`config.mk`:
```
export PLATFORM = sky130hd
export DESIGN_NAME = ctm_timer
export DESIGN_NICKNAME = d
export VERILOG_FILES = /design/src/logic/ctm_timer.v
export VERILOG_INCLUDE_DIRS = /design/src /design/src/logic
export SDC_FILE = /design/constraint.sdc
export NUM_CORES = 1
export LEC_CHECK = 0
export BUFFER_PORTS_ARGS = -buffer_cell sky130_fd_sc_hd__clkbuf_2
export CORE_UTILIZATION = 56
export DETAILED_ROUTE_END_ITERATION = 6
export PLACE_DENSITY = 0.8
export SLEW_MARGIN = 20
export SYNTH_ARGS = -nofsm -noshare
export SYNTH_HDL_FRONTEND = slang
export SYNTH_SLANG_ARGS = --single-unit
export TNS_END_PERCENT = 5
```
`constraint.sdc`:
```
create_clock -name i_clk -period 3.5 [get_ports i_clk]
set_clock_uncertainty 0.1 [all_clocks]
set_input_delay 0.35 -clock i_clk [delete_from_list [all_inputs] [get_ports i_clk]]
set_output_delay 0.35 -clock i_clk [all_outputs]
set_load 0.01 [all_outputs]
```
`src/logic/ctm_consts.vh`:
```
`ifndef CTM_CONSTS_VH
`define CTM_CONSTS_VH
`define CTM_ADDR_CTRL0     4'h0
`define CTM_ADDR_CTRL1     4'h1
`define CTM_ADDR_CNT_LO    4'h2
`define CTM_ADDR_CNT_HI    4'h3
`define CTM_ADDR_CMPA_LO   4'h4
`define CTM_ADDR_CMPA_HI   4'h5
`define CTM_ADDR_FLAGS     4'h6
`define CTM_MODE_CMP       2'h0
`define CTM_MODE_PWM       2'h2
`define CTM_MODE_TMR       2'h3
`define CTM_ACT_NONE       2'h0
`define CTM_ACT_LOW        2'h1
`define CTM_ACT_HIGH       2'h2
`define CTM_ACT_TOGGLE     2'h3
`define CTM_PWM_INACTIVE   2'h0
`define CTM_PWM_ACTIVE     2'h1
`define CTM_PWM_WAVE       2'h2
`define CTM_CNT_MAX        10'h3FF
`define CTM_PERIOD_SHIFT   7
`define CTM_BIT_ON         3
`define CTM_BIT_PER_HI     2
`define CTM_BIT_MODE_HI    7
`define CTM_BIT_MODE_LO    6
`define CTM_BIT_ACT_HI     5
`define CTM_BIT_ACT_LO     4
`define CTM_BIT_INIT       3
`define CTM_BIT_INV        2
`define CTM_BIT_SWAP       1
`define CTM_BIT_CLRSEL     0
`define CTM_BIT_FLAG_A     0
`define CTM_BIT_FLAG_P     1
`define CTM_RST_BYTE       8'h00
`endif

```
`src/logic/ctm_timer.v`:
```
`timescale 1ns/1ps
`include "ctm_consts.vh"
module ctm_timer #(
   parameter CNT_W = 10
) (
   input  wire             i_clk,
   input  wire             i_rst_n,
   input  wire             i_tick,
   input  wire [3:0]       i_address,
   input  wire             i_read,
   input  wire             i_write,
   input  wire [31:0]      i_writedata,
   output reg  [31:0]      o_readdata,
   output reg              o_waitrequest,
   output reg              o_pin,
   output reg              o_pin_oe
);

   reg  [7:0]       ctrl0;
   reg  [7:0]       ctrl1;
   reg  [CNT_W-1:0] compare_a_value;
   reg  [CNT_W-1:0] count;
   reg              match_a_flag;
   reg              match_p_flag;
   reg              pwm_wave;
   reg              on_dly;

   wire [1:0]       mode = {ctrl1[`CTM_BIT_MODE_HI], ctrl1[`CTM_BIT_MODE_LO]};
   wire [1:0]       act  = {ctrl1[`CTM_BIT_ACT_HI], ctrl1[`CTM_BIT_ACT_LO]};
   wire             init_lvl     = ctrl1[`CTM_BIT_INIT];
   wire             invert       = ctrl1[`CTM_BIT_INV];
   wire             swap         = ctrl1[`CTM_BIT_SWAP];
   wire             clear_select = ctrl1[`CTM_BIT_CLRSEL];
   wire             counter_on   = ctrl0[`CTM_BIT_ON];
   wire [2:0]       period_compare_value = ctrl0[`CTM_BIT_PER_HI:0];
   wire             is_pwm = (mode == `CTM_MODE_PWM);
   wire             is_cmp = (mode == `CTM_MODE_CMP) | (mode == `CTM_MODE_TMR);
   wire             on_rise = counter_on & ~on_dly;
   wire             run = counter_on & i_tick & ~on_rise;

   // Three-bit code to a full-width threshold; code zero means full range
   function [CNT_W:0] ctm_scale;
      input [2:0] code;
      begin
         if (code == 3'h0)
            ctm_scale = ({{CNT_W{1'b0}}, 1'b1} << CNT_W);
         else
            ctm_scale = {{(CNT_W-2){1'b0}}, code} << `CTM_PERIOD_SHIFT;
      end
   endfunction

   // Top bits plus all-ones low bits, so P matches fall one count before 128-count multiples
   wire             p_hit = (count[CNT_W-1:CNT_W-3] == period_compare_value - 3'h1) &
                            (count[CNT_W-4:0] == {(CNT_W-3){1'b1}}) &
                            (period_compare_value != 3'h0);
   wire             a_hit = (count == compare_a_value - {{(CNT_W-1){1'b0}}, 1'b1}) &
                            (compare_a_value != {CNT_W{1'b0}});
   wire             ovf   = (count == `CTM_CNT_MAX);

   reg              clr_cnt;
   reg              set_a;
   reg              set_p;
   always @* begin
      clr_cnt = 1'b0;
      set_a = 1'b0;
      set_p = 1'b0;
      if (is_pwm) begin
         set_a = a_hit;
         set_p = p_hit | (period_compare_value == 3'h0 & ovf);
         if (swap)
            clr_cnt = a_hit | ovf;
         else
            clr_cnt = set_p;
      end else if (is_cmp) begin
         if (clear_select) begin
            set_a = a_hit;
            clr_cnt = a_hit | ovf;
         end else begin
            set_a = a_hit;
            set_p = p_hit | (period_compare_value == 3'h0 & ovf);
            clr_cnt = set_p | ovf;
         end
      end else begin
         clr_cnt = ovf;
      end
   end

   // Duty compare: count below the duty threshold is the active phase
   wire [CNT_W:0]   duty_thr = swap ? ctm_scale(period_compare_value)
                                    : {1'b0, compare_a_value};
   wire [CNT_W:0]   per_thr  = swap ? ((compare_a_value == {CNT_W{1'b0}}) ?
                                       ctm_scale(3'h0) : {1'b0, compare_a_value})
                                    : ctm_scale(period_compare_value);
   wire             duty_act = (duty_thr >= per_thr) | ({1'b0, count} < duty_thr);

   always @(posedge i_clk or negedge i_rst_n) begin
      if (!i_rst_n) begin
         count <= {CNT_W{1'b0}};
         on_dly <= 1'b0;
         pwm_wave <= 1'b0;
      end else begin
         on_dly <= counter_on;
         if (on_rise)
            count <= {CNT_W{1'b0}};
         else if (run)
            count <= clr_cnt ? {CNT_W{1'b0}} : count + {{(CNT_W-1){1'b0}}, 1'b1};
         pwm_wave <= duty_act;
      end
   end

   wire [7:0] wr_byte = i_writedata[7:0];
   // Writes land only at the edge where the master sees waitrequest low
   wire       wr_en    = i_write & ~o_waitrequest;
   wire       bus_acc  = (i_read | i_write) & o_waitrequest;

   // One wait state gives a registered read path and a fixed two-cycle access
   always @(posedge i_clk or negedge i_rst_n) begin
      if (!i_rst_n) begin
         o_waitrequest <= 1'b1;
         o_readdata <= 32'h00000000;
         ctrl0 <= `CTM_RST_BYTE;
         ctrl1 <= `CTM_RST_BYTE;
         compare_a_value <= {CNT_W{1'b0}};
         match_a_flag <= 1'b0;
         match_p_flag <= 1'b0;
      end else begin
         o_waitrequest <= ~bus_acc;
         if (wr_en) begin
            if (i_address == `CTM_ADDR_CTRL0)
               ctrl0 <= wr_byte;
            else if (i_address == `CTM_ADDR_CTRL1)
               ctrl1 <= wr_byte;
            else if (i_address == `CTM_ADDR_CMPA_LO)
               compare_a_value[7:0] <= wr_byte;
            else if (i_address == `CTM_ADDR_CMPA_HI)
               compare_a_value[CNT_W-1:8] <= wr_byte[CNT_W-9:0];
         end
         // Set wins over a same-cycle write-one clear
         if (run & set_a)
            match_a_flag <= 1'b1;
         else if (wr_en & i_address == `CTM_ADDR_FLAGS & wr_byte[`CTM_BIT_FLAG_A])
            match_a_flag <= 1'b0;
         if (run & set_p)
            match_p_flag <= 1'b1;
         else if (wr_en & i_address == `CTM_ADDR_FLAGS & wr_byte[`CTM_BIT_FLAG_P])
            match_p_flag <= 1'b0;
         o_readdata <= 32'h00000000;
         if (bus_acc & i_read) begin
            if (i_address == `CTM_ADDR_CTRL0)
               o_readdata[7:0] <= ctrl0;
            else if (i_address == `CTM_ADDR_CTRL1)
               o_readdata[7:0] <= ctrl1;
            else if (i_address == `CTM_ADDR_CNT_LO)
               o_readdata[7:0] <= count[7:0];
            else if (i_address == `CTM_ADDR_CNT_HI)
               o_readdata[CNT_W-9:0] <= count[CNT_W-1:8];
            else if (i_address == `CTM_ADDR_CMPA_LO)
               o_readdata[7:0] <= compare_a_value[7:0];
            else if (i_address == `CTM_ADDR_CMPA_HI)
               o_readdata[CNT_W-9:0] <= compare_a_value[CNT_W-1:8];
            else if (i_address == `CTM_ADDR_FLAGS)
               o_readdata[1:0] <= {match_p_flag, match_a_flag};
         end
      end
   end

   reg cmp_level;
   always @(posedge i_clk or negedge i_rst_n) begin
      if (!i_rst_n) begin
         cmp_level <= 1'b0;
         o_pin <= 1'b0;
         o_pin_oe <= 1'b0;
      end else begin
         if (on_rise)
            cmp_level <= init_lvl;
         else if (run & set_a & (mode == `CTM_MODE_CMP)) begin
            case (act)
               `CTM_ACT_LOW:    cmp_level <= 1'b0;
               `CTM_ACT_HIGH:   cmp_level <= 1'b1;
               `CTM_ACT_TOGGLE: cmp_level <= ~cmp_level;
               default:         cmp_level <= cmp_level;
            endcase
         end
         o_pin_oe <= ~(mode == `CTM_MODE_TMR) & (mode != 2'h1);
         if (is_pwm) begin
            case (act)
               `CTM_PWM_INACTIVE: o_pin <= ~init_lvl ^ invert;
               `CTM_PWM_ACTIVE:   o_pin <= init_lvl ^ invert;
               `CTM_PWM_WAVE:     o_pin <= (pwm_wave ? init_lvl : ~init_lvl) ^ invert;
               default:           o_pin <= 1'b0;
            endcase
         end else if (mode == `CTM_MODE_CMP)
            o_pin <= (on_rise ? init_lvl : cmp_level) ^ invert;
         else
            o_pin <= 1'b0;
      end
   end

endmodule // ctm_timer

```
==> run summary <==
Outcome -> complete, no violations
Nets -> 489
DRT antenna net count -> 0
PwrDens -> 503.4 nW/um^2
VDD IR max -> 374.1 uV
Die width -> 83.71 microns
Average size of a mapped cell -> 9.208 sq um
Period minus WS final -> 3141 ps
Clock Sinks -> 52
Worst EP required -> 3590 ps
Worst path bufs/invs -> 1
Hold Vio Cnt, Final -> 0
Post-CTS sizing -> 0
Worst r2r path cells -> 10
Vert. Die Dim -> 83.71 microns
Ys flop type -> dfrtp_1
Ranking of synthesized cells by area -> dfrtp_1, mux2_2, ha_1, buf_4, nand2_1
Fmax -> 318.3 MHz
XOR/XNOR share of the synthesized area -> 0.04217
GRT Total Usage -> 0.2595
Kind of critical path -> reg -> reg
Layout area overhead -> 5.623%
Share of cells above drive strength 1 -> 0.1792
Yosys warns -> 0
First-pass GRT wire length -> 14.46 mm
Root Driver -> clkbuf_8
Footprint of the multi-input gates -> 2175 sq um
Slew @ Worst Pin -> 801.3 ps
Max incr delay on CP -> 470 ps
Fillers -> 539
Met1 GRT Util -> 0.3413
Cell Chain, Critical Path -> inv_1 -> ha_1 -> ha_1 -> xnor2_1 -> nor3_1 -> a311oi_1 -> a22oi_1 -> nand4_1 -> nand2_1 -> o21ai_0
Crit Path Max Fanout -> 11
Flops & latches, synth -> 52
GP Congestion -> 0.8881
Core Footprint -> 6386 sq um
Layer with the highest usage -> met2
Post-CTS Setup Bufs -> 0
Synth Area in Simple Gates -> 0.1824
ANT cells -> 0
Clk_lat worst skew -> 310 ps
Initial antenna violation count -> 0
RSZ-0062 raised after global routing -> no
Met3 usage -> 0.04748
Sequential share of the synthesized area -> 0.3484
Setup TNS -> 0 ps
Top-area cell type share of the netlist area -> 0.3414
Worst Path Arrival -> 3230 ps
Mapped Cells -> 406
CP delay by family, top -> simple AND/OR/NAND/NOR gates
CTS Buf Count -> 5
Clock-pin slew on the worst setup and hold paths -> 100 ps
EDFF count, synth -> 0
Area of the mapped netlist -> 3739 sq um
Dpl cells -> 492
Clk buf depth -> 2
Startpoint Class -> flip-flop
Cts-stage hold buffer count -> 1
Unique masters post-synth -> 58
Setup slack, reg-to-reg -> 360 ps
Initial core utilization -> 0.5854
DRC Markers -> 0
Adder-Cell Fraction of Synth Area -> 0.08367
Cell Rows -> 29
WHS Path Cells -> 2
Max-cap violation count -> 0
Largest family of logic cells by synthesized area -> simple AND/OR/NAND/NOR gates
Reg2reg start -> ctrl0[0]$_DFFE_PN0P_
Pleak -> 1.801 nW
Hold crit path type -> in -> reg
Clock H-tree levels -> 2
Vias -> 3050
Setup crit end kind -> flip-flop
Starting DRT DRC Count -> 191
Cell taking the most area after synthesis -> dfrtp_1
Final setup fails -> 0
CP max-delay cell -> dfrtp_1
Number of global-route vias before repair -> 2970
Worst hold endpoint -> o_waitrequest$_DFF_PN1_
Die Footprint -> 7007 sq um
Register area -> 1303 sq um
DPL Wire Length -> 6.524 mm
CTS tree -> yes
Vias per cell -> 6.088
Drt first pass iters -> 4
Synth Area in Compound Gates -> 0.1432
Max Slew Vio Count -> 0
M2 GR Usage -> 0.4331
I/O Buffers -> 27
Layout Cells excl Fill -> 501
Most frequent cells in the layout -> dfrtp_1, nand2_1, mux2_2
Crit share post-route -> 0.8976
Commonest non-fill, non-tap cell in the layout -> dfrtp_1
Most frequent CP cell -> ha_1
Total Wirelength -> 8.640 mm
End of the worst register-to-register path -> count[3]$_DFFE_PN0P_
Slew HR -> 0.4622
Largest net degree at the start of global routing -> 31
Share of synthesized registers carrying an async set or reset -> 1.000
Hold Startpoint -> i_write
WL/cell -> 17.25 microns
Mux contribution to synthesized area -> 0.1061
IO Pins -> 76
Grt total ovfl -> 0
==> stage by stage <==
step / util / hold WS (ps) / power [mW] / instance area, sq um / setup WS [ps]
3_5_place_dp: 0.5978 / 300.7 / 1.540 / 3817 / 398.0
2_1_floorplan: - / -45.59 / 1.377 / 3825 / 856.2
5_1_grt: 0.6183 / 102.6 / 2.114 / 3949 / 158.8
6_report: 0.6183 / 86.82 / 1.988 / 3949 / 358.6
3_3_place_gp: 0.5978 / 290.3 / 1.502 / 3817 / 523.4
4_1_cts: 0.6183 / 87.81 / 1.989 / 3949 / 381.6
==> cell type report <==
type	count	area share
Clock buffer	6	0.02091
Clock inverter	2	0.009823
Inverter	21	0.01996
Multi-Input combinational cell	311	0.5507
Sequential cell	52	0.3298
Tap cell	77	0.02440
Timing Repair Buffer	32	0.04436
==> kinds of logic after synthesis <==
family                     count (synthesis)
DFF                                       52
other                                      1
AOI/OAI and AO/OA                         77
xor gates and xnor gates                  18
and+or+nand+nor                          131
adders and majority gates                 25
muxes                                     36
buffers and inverters                     66
==> registers in the layout, summed over array words and instances, names as in the netlist <==
signal / cells
count: 10
match_a_flag: 1
o_waitrequest: 1
o_readdata: 8
ctrl1: 8
pwm_wave: 1
on_dly: 1
o_pin_oe: 1
ctrl0: 8
match_p_flag: 1
compare_a_value: 10
cmp_level: 1
o_pin: 1
==> per-layer routing <==
| layer | part of all wire | routed length [microns] | vias up |
|---|---|---|---|
| met3 | 0.063 | 544 | 15 |
| met1 | 0.43 | 3735 | 1490 |
| met5 | 0 | 0 | - |
| met2 | 0.49 | 4229 | 98 |
| li1 | - | - | 1447 |
| met4 | 0.015 | 131 | 0 |
==> report_power, final <==
group	total (mW)	switching, mW	leakage [nW]	internal (mW)
clock network	0.448	0.214	0.0614	0.234
logic	0.676	0.358	1.06	0.318
registers	0.864	0.166	0.680	0.697
==> cell usage after synthesis (4+ instances only) <==
library cell,number
nand3_1,16
nand4_1,8
a31oi_1,7
dfrtp_1,51
clkbuf_1,17
nor2_1,27
and3_1,4
nand2b_1,6
a21oi_1,9
o21ai_0,17
a211oi_1,4
xor2_1,10
nor3_1,12
xnor2_1,8
ha_1,25
a222oi_1,6
inv_1,21
nor2b_1,9
mux2i_1,7
a22o_1,6
buf_4,24
nand2_1,29
mux2_2,29
==> worst max path at each step <==
| stage | startpoint | end | slack, ps | cells past startpoint |
|---|---|---|---|---|
| 2_1_floorplan | compare_a_value[0]$_DFFE_PN0P_ | cmp_level$_DFFE_PN0P_ | 860 | 10 |
| 3_3_place_gp | ctrl0[0]$_DFFE_PN0P_ | count[9]$_DFFE_PN0P_ | 520 | 10 |
| 3_5_place_dp | ctrl0[0]$_DFFE_PN0P_ | count[3]$_DFFE_PN0P_ | 400 | 10 |
| 4_1_cts | ctrl0[0]$_DFFE_PN0P_ | count[3]$_DFFE_PN0P_ | 380 | 10 |
| 5_1_grt | ctrl0[0]$_DFFE_PN0P_ | count[9]$_DFFE_PN0P_ | 160 | 10 |
| 6_report | ctrl0[0]$_DFFE_PN0P_ | count[3]$_DFFE_PN0P_ | 360 | 10 |
(Power assumes the default switching activity.)
